## src/cfsg_pkg.sv

```systemverilog
// Shared constants for the clock fanout block with synchronous output gate.
// Assumes every user samples the input clocks as data on the one system clock.
package cfsg_pkg;
  localparam int unsigned FANOUT_WIDTH = 4;
  localparam logic        GATE_RST     = 1'h0;
  localparam logic        LEVEL_RST    = 1'h0;
  localparam logic        TRUE_RST     = 1'h0;
  localparam logic        COMPL_RST    = 1'h1;
  localparam logic        SEL_SYSTEM   = 1'h0;
  localparam logic        SEL_SCAN     = 1'h1;
endpackage

```

## src/cfsg_input_select.sv

```systemverilog
// Differential receiver and two-way clock multiplexer feeding the fanout core.
// Assumes all inputs are levels sampled on the system clock by the caller.
`timescale 1ns/1ns
module cfsg_input_select (
  input  wire logic sys_clk_in,
  input  wire logic sys_clk_in_n,
  input  wire logic scan_clk_in,
  input  wire logic clk_sel,
  output logic      sel_level
);
  logic sys_level;

  // An open pair sits with both legs low and must read as a low clock
  assign sys_level = sys_clk_in & ~sys_clk_in_n;

  always_comb begin
    case (clk_sel)
      cfsg_pkg::SEL_SCAN: sel_level = scan_clk_in;
      // Undriven or unknown select falls here, acting as the pull-down
      default:            sel_level = sys_level;
    endcase
  end
endmodule

```

## src/cfsg_fanout_gate.sv

```systemverilog
// Top of the clock fanout block: input select, falling-edge enable capture,
// glitch-free gate and four differential output pairs.
// Assumes input clocks are far slower than the 20 MHz system clock and are
// sampled as data; sys_rst only gives the model a defined start.
`timescale 1ns/1ns
// Overview of operation
// - Select low routes the differential system clock to every output.
// - Select high routes the single-ended scan clock to the outputs.
// - An unconnected select reads as low, choosing the system clock.
// - The chosen clock drives four identical differential output pairs.
// - Gated state only changes while the selected input level is already low.
// - Active-low enable is captured on the selected clock's falling edge.
// - Enable high forces true outputs low from the next falling edge on.
module cfsg_fanout_gate #(
  parameter int unsigned NUM_OUT = cfsg_pkg::FANOUT_WIDTH
) (
  input  wire logic               clock,
  input  wire logic               sys_rst,
  input  wire logic               sys_clk_in,
  input  wire logic               sys_clk_in_n,
  input  wire logic               scan_clk_in,
  input  wire logic               clk_sel,
  input  wire logic               enable_n,
  output logic [NUM_OUT-1:0]      fanout_clock_outputs,
  output logic [NUM_OUT-1:0]      fanout_clock_outputs_n
);
  typedef struct packed {
    logic               prev_level;
    logic               gate_open;
    logic [NUM_OUT-1:0] q;
    logic [NUM_OUT-1:0] qn;
  } cfsg_state_t;

  cfsg_state_t st_ff;
  cfsg_state_t nxt_st;
  logic        sel_level;
  logic        fall_edge;

  // Differential receiver decode for the checks below; an open pair reads low
  function automatic logic cfsg_rx_level(
    input logic pos,
    input logic neg
  );
    return pos & ~neg;
  endfunction

  cfsg_input_select u_select (
    .sys_clk_in   (sys_clk_in),
    .sys_clk_in_n (sys_clk_in_n),
    .scan_clk_in  (scan_clk_in),
    .clk_sel      (clk_sel),
    .sel_level    (sel_level)
  );

  assign fall_edge = st_ff.prev_level & ~sel_level;

  always_comb begin
    nxt_st            = st_ff;
    nxt_st.prev_level = sel_level;
    // Capturing only on a falling edge means the level is low right then,
    // so a gate change can never cut a high phase short
    if (fall_edge) begin
      nxt_st.gate_open = ~enable_n;
    end
    for (int i = 0; i < NUM_OUT; i++) begin
      nxt_st.q[i]  = sel_level & nxt_st.gate_open;
      nxt_st.qn[i] = ~nxt_st.q[i];
    end
  end

  always_ff @(posedge clock) begin
    if (sys_rst) begin
      st_ff.prev_level <= cfsg_pkg::LEVEL_RST;
      st_ff.gate_open  <= cfsg_pkg::GATE_RST;
      st_ff.q          <= {NUM_OUT{cfsg_pkg::TRUE_RST}};
      st_ff.qn         <= {NUM_OUT{cfsg_pkg::COMPL_RST}};
    end else begin
      st_ff <= nxt_st;
    end
  end

  assign fanout_clock_outputs   = st_ff.q;
  assign fanout_clock_outputs_n = st_ff.qn;

  AST_SYS_ROUTE: assert property (
    @(posedge clock) disable iff (sys_rst)
    (clk_sel == cfsg_pkg::SEL_SYSTEM && st_ff.gate_open && !fall_edge)
      |=> fanout_clock_outputs[0] == $past(cfsg_rx_level(sys_clk_in, sys_clk_in_n)))
    else $error("system clock not routed while selected");

  AST_SCAN_ROUTE: assert property (
    @(posedge clock) disable iff (sys_rst)
    (clk_sel == cfsg_pkg::SEL_SCAN && st_ff.gate_open && !fall_edge)
      |=> fanout_clock_outputs[0] == $past(scan_clk_in))
    else $error("scan clock not routed while selected");

  AST_DEFAULT_SYS: assert property (
    @(posedge clock) disable iff (sys_rst)
    // Case inequality so a floating select is checked, not skipped
    (clk_sel !== cfsg_pkg::SEL_SCAN) |-> sel_level == cfsg_rx_level(sys_clk_in, sys_clk_in_n))
    else $error("select not high but system clock not chosen");

  AST_FANOUT_SAME: assert property (
    @(posedge clock) disable iff (sys_rst)
    fanout_clock_outputs == {NUM_OUT{fanout_clock_outputs[0]}})
    else $error("output pairs differ");

  AST_CHANGE_LOW: assert property (
    @(posedge clock) disable iff (sys_rst)
    !$stable(st_ff.gate_open) |-> fanout_clock_outputs == '0 && !$past(sel_level))
    else $error("gate changed while outputs high");

  AST_CAPTURE_FALL: assert property (
    @(posedge clock) disable iff (sys_rst)
    fall_edge |=> st_ff.gate_open == !$past(enable_n))
    else $error("enable not captured on falling edge");

  AST_HOLD_NO_FALL: assert property (
    @(posedge clock) disable iff (sys_rst)
    !fall_edge |=> $stable(st_ff.gate_open))
    else $error("gate moved without a falling edge");

  AST_DISABLE_LOW: assert property (
    @(posedge clock) disable iff (sys_rst)
    (fall_edge && enable_n) |=> (fanout_clock_outputs == '0) ##1 (!st_ff.gate_open || $past(!enable_n)))
    else $error("outputs not forced low after disable");

  AST_GATED_LOW: assert property (
    @(posedge clock) disable iff (sys_rst)
    !st_ff.gate_open |-> fanout_clock_outputs == '0)
    else $error("output high while gated");

  AST_COMPLEMENT: assert property (
    @(posedge clock) disable iff (sys_rst)
    fanout_clock_outputs_n == ~fanout_clock_outputs)
    else $error("complement output mismatch");

  // A falling output always follows a low input level, never a gate change
  AST_NO_RUNT_FALL: assert property (
    @(posedge clock) disable iff (sys_rst)
    $fell(fanout_clock_outputs[0])
      |-> !$past(sel_level))
    else $error("output fell while the input level was high");

  AST_NO_RUNT_RISE: assert property (
    @(posedge clock) disable iff (sys_rst)
    $rose(fanout_clock_outputs[0])
      |-> $past(st_ff.gate_open))
    else $error("output rose on the cycle the gate opened");

  AST_FALL_OUT_LOW: assert property (
    @(posedge clock) disable iff (sys_rst)
    fall_edge
      |=> fanout_clock_outputs == '0 && fanout_clock_outputs_n == '1)
    else $error("outputs not low after a falling edge");

  AST_GATE_HOLD_OFF: assert property (
    @(posedge clock) disable iff (sys_rst)
    (!st_ff.gate_open && enable_n)
      |=> !st_ff.gate_open)
    else $error("gate opened while enable was high");

  AST_GATE_HOLD_ON: assert property (
    @(posedge clock) disable iff (sys_rst)
    (st_ff.gate_open && !enable_n)
      |=> st_ff.gate_open)
    else $error("gate closed while enable was low");

  AST_ENABLE_FROM_FALL: assert property (
    @(posedge clock) disable iff (sys_rst)
    $rose(st_ff.gate_open)
      |-> $past(fall_edge) && !$past(enable_n))
    else $error("gate opened without a falling edge and low enable");

  // Reset is a modelling aid only; it parks the pairs as a closed gate would
  AST_RESET_STATE: assert property (
    @(posedge clock)
    sys_rst
      |=> fanout_clock_outputs == '0 && fanout_clock_outputs_n == '1 && !st_ff.gate_open)
    else $error("outputs not parked after reset");

  AST_PREV_TRACK: assert property (
    @(posedge clock) disable iff (sys_rst)
    1'h1
      |=> st_ff.prev_level == $past(sel_level))
    else $error("edge detector lost the previous level");

  AST_SEL_SCAN_MUX: assert property (
    @(posedge clock) disable iff (sys_rst)
    (clk_sel == cfsg_pkg::SEL_SCAN)
      |-> sel_level == scan_clk_in)
    else $error("scan select did not pass the scan clock");

  AST_SEL_SYS_MUX: assert property (
    @(posedge clock) disable iff (sys_rst)
    (clk_sel == cfsg_pkg::SEL_SYSTEM)
      |-> sel_level == cfsg_rx_level(sys_clk_in, sys_clk_in_n))
    else $error("system select did not pass the system clock");

  AST_OPEN_PAIR_LOW: assert property (
    @(posedge clock) disable iff (sys_rst)
    (clk_sel !== cfsg_pkg::SEL_SCAN && !sys_clk_in && !sys_clk_in_n)
      |=> fanout_clock_outputs == '0)
    else $error("open input pair did not read low");

  // Per-pair checks, so a stuck leg shows up with its own index
  for (genvar g = 0; g < NUM_OUT; g++) begin : g_pair_chk
    AST_PAIR_COMPL: assert property (
      @(posedge clock) disable iff (sys_rst)
      fanout_clock_outputs_n[g] == ~fanout_clock_outputs[g])
      else $error("pair complement mismatch");

    AST_PAIR_MATCH: assert property (
      @(posedge clock) disable iff (sys_rst)
      fanout_clock_outputs[g] == fanout_clock_outputs[0])
      else $error("pair differs from pair zero");

    AST_PAIR_GATED: assert property (
      @(posedge clock) disable iff (sys_rst)
      !st_ff.gate_open
        |-> !fanout_clock_outputs[g] && fanout_clock_outputs_n[g])
      else $error("pair not parked low while gated");
  end
endmodule

```

## config.mk

```make
export PLATFORM = sky130hd
export DESIGN_NAME = cfsg_fanout_gate
export DESIGN_NICKNAME = d
export VERILOG_FILES = /design/src/cfsg_pkg.sv /design/src/cfsg_input_select.sv /design/src/cfsg_fanout_gate.sv
export SDC_FILE = /design/constraint.sdc
export NUM_CORES = 1
export LEC_CHECK = 0
export BUFFER_PORTS_ARGS = -buffer_cell sky130_fd_sc_hd__buf_2
export CAP_MARGIN = 10
export CORE_AREA = 4 4 41 43
export CTS_BUF_LIST = sky130_fd_sc_hd__clkbuf_2 sky130_fd_sc_hd__clkbuf_4 sky130_fd_sc_hd__clkbuf_8
export CTS_CLUSTER_SIZE = 25
export DETAILED_ROUTE_END_ITERATION = 8
export DIE_AREA = 0 0 45 47
export PLACE_DENSITY_LB_ADDON = 0.1
export SYNTH_ARGS = -nofsm -noshare
export SYNTH_HDL_FRONTEND = slang
export SYNTH_SLANG_ARGS = --single-unit
```

## constraint.sdc

```tcl
create_clock -name clock -period 1.4 [get_ports clock]
set_input_delay 0.35 -clock clock [delete_from_list [all_inputs] [get_ports clock]]
set_output_delay 0.35 -clock clock [all_outputs]
set_load 0.005 [all_outputs]
```

## Word-level counts from Yosys, hierarchy flattened

Index checks and enable logic that the tools add are counted.

| storage, ports and cells | value |
|---|---|
| bits of input ports | 7 |
| output and inout bits | 8 |
| register bits after elaboration | 4 |
| word-level logic and storage cells | 13 |

| operators by class | value |
|---|---|
| multiplexer cells | 2 |
| bitwise gates (word level) | 7 |

Operator list:

| kind | number |
|---|---|
| NOT 1 bit | 4 |
| bitwise AND 1 bit | 3 |
| two-way mux 1 bit | 2 |

## Longest topological paths before layout

Gate-level depths: netlist (run 1).

| logic depth | value |
|---|---|
| word-level depth | 8 |
| depth in mapped cells | 3 |

## Cells and area by module

Synthesis (run 1) repeated with hierarchy kept, for this count alone.

| second synthesis, totals | value |
|---|---|
| cells, all modules | 22 |
| area, all modules | 209.0 um^2 |

Modules (own cells, without submodules):

| module | cells each | instances | area an instance (um^2) |
|---|---|---|---|
| cfsg_fanout_gate | 19 | 1 | 190.2 |
| cfsg_input_select | 3 | 1 | 18.8 |

## Worst setup path after synthesis (run 1)

Ideal clock, no wire load.

| timing path | value |
|---|---|
| kind | input to register |
| start point | input port clk_sel |
| end point | register (tool-made name) |
| cell stages on the path | 3 |
| arrival | 1,061 ps |
| buffers on the path | 0 |
| slack | 275 ps |
| cells stage by stage | or3b_1 a41o_1 nor2_1 |

RTL lines:

| item | line | source |
|---|---|---|
| start, declared | cfsg_fanout_gate.sv:22 | `input wire logic clk_sel,` |

## Worst setup path after layout (run 1)

| timing path | value |
|---|---|
| start point | register st_ff, in the netlist fanout_clock_outputs_n[0] |
| end point | output port fanout_clock_outputs_n[0] |

RTL lines:

| item | line | source |
|---|---|---|
| start, declared | cfsg_fanout_gate.sv:34 | `cfsg_state_t st_ff;` |
| start signal, assigned | cfsg_fanout_gate.sv:78 | `st_ff <= nxt_st;` |
| end, declared | cfsg_fanout_gate.sv:25 | `output logic [NUM_OUT-1:0] fanout_clock_outputs_n` |

No word-level cell between the ends.

==> results of run 1 <==
-- per-stage QoR --
step | instance area, um^2 | worst slack, ns | hold WS (ns)
2_1_floorplan | 191.4 | 0.2749 | 0.3658
3_3_place_gp | 220.2 | 0.1358 | 0.3899
3_5_place_dp | 220.2 | 0.1359 | 0.3902
4_1_cts | 242.7 | 0.3344 | 0.3099
5_1_grt | 242.7 | 0.3091 | 0.3079
6_report | 242.7 | 0.3509 | 0.3165
-- final timing paths --
check,startpoint,end,depth (start not counted),slack [ns]
worst min register to register,flop,fanout_clock_outputs_n[0],1,0.39
worst max register to register,flop,flop,2,0.77
worst min-delay path,sys_rst,st_ff[9],2,0.32
worst max-delay path,fanout_clock_outputs_n[0],fanout_clock_outputs_n[0],1,0.35
-- per-layer routing --
layer  GRT usage (%)  wire length (um)  vias to the layer above
met4           1.754                 0                        0
met2           4.237               129                       15
met5               0                 0                        -
met1           4.091               142                       66
met3           5.747                73                        0
li1                -                 -                       78
-- cells in the final DEF, fill, tap and decap left out, drive strengths merged --
master | Yosys | routed
a21oi | 1 | 1
a41o | 1 | 1
nor2 | 1 | 1
nand2 | 2 | 2
a31oi | 1 | 1
buf | 8 | 14
and2 | 1 | 1
or3b | 1 | 1
dfxtp | 4 | 4
clkbuf | 0 | 3
-- area by class of cell --
cell class | instances | share of cell area [%]
Sequential cell | 4 | 32.99
Clock buffer | 3 | 9.278
Timing Repair Buffer | 14 | 28.87
Multi-Input combinational cell | 8 | 21.13
Tap cell | 15 | 7.732
-- report_power, final --
part	internal [mW]	switching [mW]	leakage, nW
logic	0.0129	0.00950	0.0739
clock network	0.0956	0.0437	0.0138
registers	0.119	0.00266	0.0326
total	0.227	0.0559	0.120
-- logic make-up after synthesis --
kind of cell           synth area share [%]
AOI/OAI and AO/OA                     13.08
buffers and inverters                 31.37
DFF                                   41.83
and+or+nand+nor                       13.73
==> results by group, run 1 <==
Outcome
  – Status: finished, final reports clean

Global route
  – Initial antenna violation count: 0
  – Vias in the first global route: 145
  – Pin count of the biggest net entering global routing: 5
  – All-layer global routing usage: 4.028%
  – Global route overflow: 0
  – First-pass GRT wire length: about 520 um

Timing
  – Final Critical Period: 1.049 ns
  – Fin Clk Skew: around 0.0046 ns
  – RSZ-0062 raised after global routing: no
  – Final period utilization: 74.93%
  – Setup Viol. Count Final: 0
  – Least-Margin Pin Slew: 0.1494 ns
  – Slew Limit Fails: 0
  – Max-slew headroom: 90.04%
  – Final setup TNS: 0 ns
  – Peak Freq: ~950 MHz
  – Final Hold Viols: 0

Die
  – Initial core utilization: 14.71%
  – Core footprint: roughly 1300 um^2
  – Top Ports: 15
  – Die Y: 47 um
  – Std-Cell Rows: 13
  – Die Area: 2115 um^2
  – Chip width: 45 um

Clock tree
  – Skew-Pair Late Insertion Delay: 0.23 ns
  – TritonCTS clock tree: built
  – Clock Sinks: 4
  – Clk buf depth: 2
  – Buffer count from post-CTS setup fixing: 0
  – Hold Buf Count CTS: 0
  – Clock-pin slew on the worst setup and hold paths: around 0.04 ns
  – Clk Tree Root Cell: clkbuf_4
  – Inserted Clock Buffers: 3
  – H-tree levels: 1
  – PostCTS Resize Cnt: 0

Setup path
  – Worst Path Required: 1.05 ns
  – Cell chain of the critical path: buf_2
  – Max incr delay on CP: 0.34 ns
  – WP buf/inv: 1
  – Slowest CP cell: dfxtp_1
  – Startpoint types: flop
  – Critical path peak fanout: 4
  – Largest delay share family, worst path: flip-flops
  – CP endpoint kind: output pin
  – Crit path DAT: 0.70 ns
  – Crit Path Category: flop to output pin

Synth
  – Cell variety after synth: 9
  – Post-synthesis sequential area ratio: 41.83%
  – Avg Cell Area, Syn: 9.572 um^2
  – Synth top area share: a little over two fifths
  – Top-count cell post-synth: buf_4
  – Post-synth top flop: dfxtp_1
  – Syn Inst Count: 20
  – Ys async rst share: 0%
  – Syn nets: 27
  – Number of enable flip-flop cells after synthesis: 0
  – Post-synthesis register bit count: 4
  – Commonest cells in the netlist: buf_4 (8), dfxtp_1 (4), nand2_1 (2)
  – Synth top area cells: dfxtp_1 (42%), buf_4 (31%), a41o_1 (5.2%)
  – Synth Cell Area: 191.4 um^2
  – Yosys top cell by area: dfxtp_1
  – Synthesis warning total: 0

Power and ir drop
  – P per Cell Area: 1167 nW/um^2
  – Max VDD drop: 0.4569 mV
  – Total power: 283.3 uW
  – Leakage power: 0.1203 nW

Detailed routing
  – Iteration-0 DRC Markers: 3
  – Vias per cell: about 3.6
  – DR WL/cell: 7.841 um
  – ANT nets after route: 0
  – Routed Wire Length: 345 um
  – Via count: 159
  – DRC: 0
  – Pre-Repair DR Iteration Count: 2

Placement
  – Cells after DPL: 41
  – Port Buffers: 14
  – Final Wtd Congestion: between 0.5 and 0.6

Cells and area
  – Nets: 38
  – N_diodes: 0
  – Multi-input gate area: 51.30 um^2
  – Register area: 80.08 um^2
  – Final cell count without fillers: 44
  – Util after Layout: 18.65%
  – Fraction of layout cells with a size suffix above 1: between 60 and 70%
  – Fill cells: approximately 150
  – Area delta synth->final: 26.80%

Hold path
  – Worst Hold Class: input port to flop

Run
  – Max-Cap Viols: 0
Power figures use the tool's default switching activity.
==> run 2: changes to the inputs <==
- clock period: 1.4 -> 0.9 ns (I/O delays scaled with it)
==> results by group, run 2 (synthesis gave the netlist of run 1 again) <==
Die
  – Top Ports: 15 (unchanged)
  – Die Area: 2115 um^2 (unchanged)
  – Die Y: 47 um (unchanged)
  – Core footprint: 1301 um^2 (unchanged)
  – Std-Cell Rows: 13 (unchanged)
  – Chip width: 45 um (unchanged)
  – Initial core utilization: 14.71% (unchanged)

Clock tree
  – Clk Tree Root Cell: clkbuf_4
  – Skew-Pair Late Insertion Delay: 0.23 ns (about the same)
  – H-tree levels: 1 (unchanged)
  – TritonCTS clock tree: built
  – Hold Buf Count CTS: 0 (unchanged)
  – Clk buf depth: 2 (unchanged)
  – Clock-pin slew on the worst setup and hold paths: 0.04 ns (about the same)
  – Inserted Clock Buffers: 3 (unchanged)
  – Clock Sinks: 4 (unchanged)

Timing
  – Fin Clk Skew: 0.0001931 ns (-0.004357 ns)
  – Slew Limit Fails: 0 (unchanged)
  – Hold Slack: 0.1973 ns (-0.1191 ns)
  – Setup Viol. Count Final: 0 (unchanged)
  – Final Hold Viols: 0 (unchanged)
  – Final period utilization: 98.56%
  – Least-Margin Pin Slew: 0.1525 ns (+0.003142 ns)
  – Peak Freq: about 1100 MHz
  – RSZ-0062 raised after global routing: yes
  – Final Critical Period: 0.8871 ns
  – Max-slew headroom: 89.81% (-0.23 points)
  – Setup WS post-layout: 0.01294 ns (-0.3380 ns)

Detailed routing
  – Pre-Repair DR Iteration Count: 1 (-1)
  – Vias per cell: 3.364 (-6.9%)
  – Via count: 148 (-6.9%)
  – DRC: 0 (unchanged)
  – Routed Wire Length: 325 um (-5.8%)
  – Iteration-0 DRC Markers: 0 (-3)
  – ANT nets after route: 0 (unchanged)
  – DR WL/cell: 7.386 um (-5.8%)

Setup path
  – Worst Path Required: 0.67 ns (-0.38 ns)
  – Slowest CP cell: dfxtp_2
  – CP endpoint kind: output pin
  – Stages on worst setup path: 1 (unchanged)
  – Startpoint types: flop
  – WP buf/inv: 1 (unchanged)
  – Crit path DAT: 0.66 ns (-0.04 ns)
  – Largest delay share family, worst path: flip-flops
  – Critical path peak fanout: 4 (unchanged)
  – Cell chain of the critical path: buf_2
  – Max incr delay on CP: 0.31 ns (-0.03 ns)
  – Crit Path Category: flop to output pin
  – R2R depth: 2 (unchanged)

Global route
  – All-layer global routing usage: 4.025% (about the same)
  – Grt met3 use: 5.747% (unchanged)
  – Initial antenna violation count: 0 (unchanged)
  – Most used routing layer in global routing: met3
  – Met2 usage: 4.237% (unchanged)
  – Vias in the first global route: 129 (-11%)
  – Pin count of the biggest net entering global routing: 5 (unchanged)
  – Met1 GRT Util: 3.401% (-0.69 points)
  – First-pass GRT wire length: 496 um (-5.3%)
  – Global route overflow: 0 (unchanged)

Hold path
  – Cells on Worst Hold Path: 2 (unchanged)
  – Worst Hold Class: input port to flop

Cells and area
  – Fill cells: 156 (+1.3%)
  – Fraction of layout cells with a size suffix above 1: 72.41% (+10 points)
  – Commonest cells after routing, fill and taps aside: buf_2 (14), clkbuf_4 (3), nand2_1 (2), dfxtp_1 (2), dfxtp_2 (2)
  – N_diodes: 0 (unchanged)
  – Area delta synth->final: 33.33%
  – Final instance area: 255.2 um^2 (+5.2%)
  – Nets: 38 (unchanged)
  – Commonest non-fill, non-tap cell in the layout: buf_2

Placement
  – Port Buffers: 14 (unchanged)
  – Final Wtd Congestion: 0.6694 (+20%)
  – Placement Setup Slack: -0.2100 ns (-0.3458 ns)
  – Area after DPL: 222.7 um^2 (+1.1%)

Power and ir drop
  – Total power: 444.1 uW (+57%)
  – P per Cell Area: 1740 nW/um^2 (+49%)
  – Max VDD drop: 0.6570 mV (+44%)
  – Leakage power: 0.1220 nW (+1.4%)

Run
  – Max-Cap Viols: 0 (unchanged)

Outcome
  – Status: finished, final reports clean
run 2: cell counts in the layout (fill, tap and decap cells not counted):
No cell type changed its count.
run 2: stage by stage:
stage / setup TNS, ns / instances / util [%]
2_1_floorplan: -0.1034 / 20 / -
3_3_place_gp: -0.6878 / 41 / 17.12
3_5_place_dp: -0.6989 / 41 / 17.12
4_1_cts: -0.01794 / 44 / 19.04
5_1_grt: -0.1638 / 44 / 19.62
6_report: 0 / 44 / 19.62
run 2: worst paths after layout:
kind | from | to | slack (ns)
worst max-delay path | fanout_clock_outputs_n[0] | fanout_clock_outputs_n[2] | 0.01
worst min-delay path | sys_rst | st_ff[9] | 0.20
worst max register to register | st_ff[9] | flop | 0.26
worst min register to register | flop | fanout_clock_outputs_n[0] | 0.39
run 2: metal layers:
| metal | share of wire (%) | routed length (um) |
|---|---|---|
| met1 | 39 | 126 |
| met4 | 0 | 0 |
| met5 | 0 | 0 |
| met3 | 22 | 73 |
| met2 | 38 | 125 |
run 2: power breakdown:
part | switching (mW) | leakage (nW) | total [mW] | internal [mW]
clock network | 0.0663 | 0.0138 | 0.215 | 0.149
registers | 0.00370 | 0.0326 | 0.189 | 0.185
logic | 0.0169 | 0.0755 | 0.0402 | 0.0233
run 2: final cells by class:
cell class	count	area [um^2]	share of cell area, %
sequential	4	82.58	32.35
timing repair buffer	14	70.07	27.45
multi-input combinational	8	61.31	24.02
clock buffer	3	22.52	8.824
tap	15	18.77	7.353
run 2: what timing repair did:
item | 4_1_cts | 5_1_grt
buffers inserted | 0 | 0
hold endpoints to repair | 0 | 0
setup endpoints to repair | 8 | 10
pin swaps | 0 | 2
gates resized for setup | 2 | 1
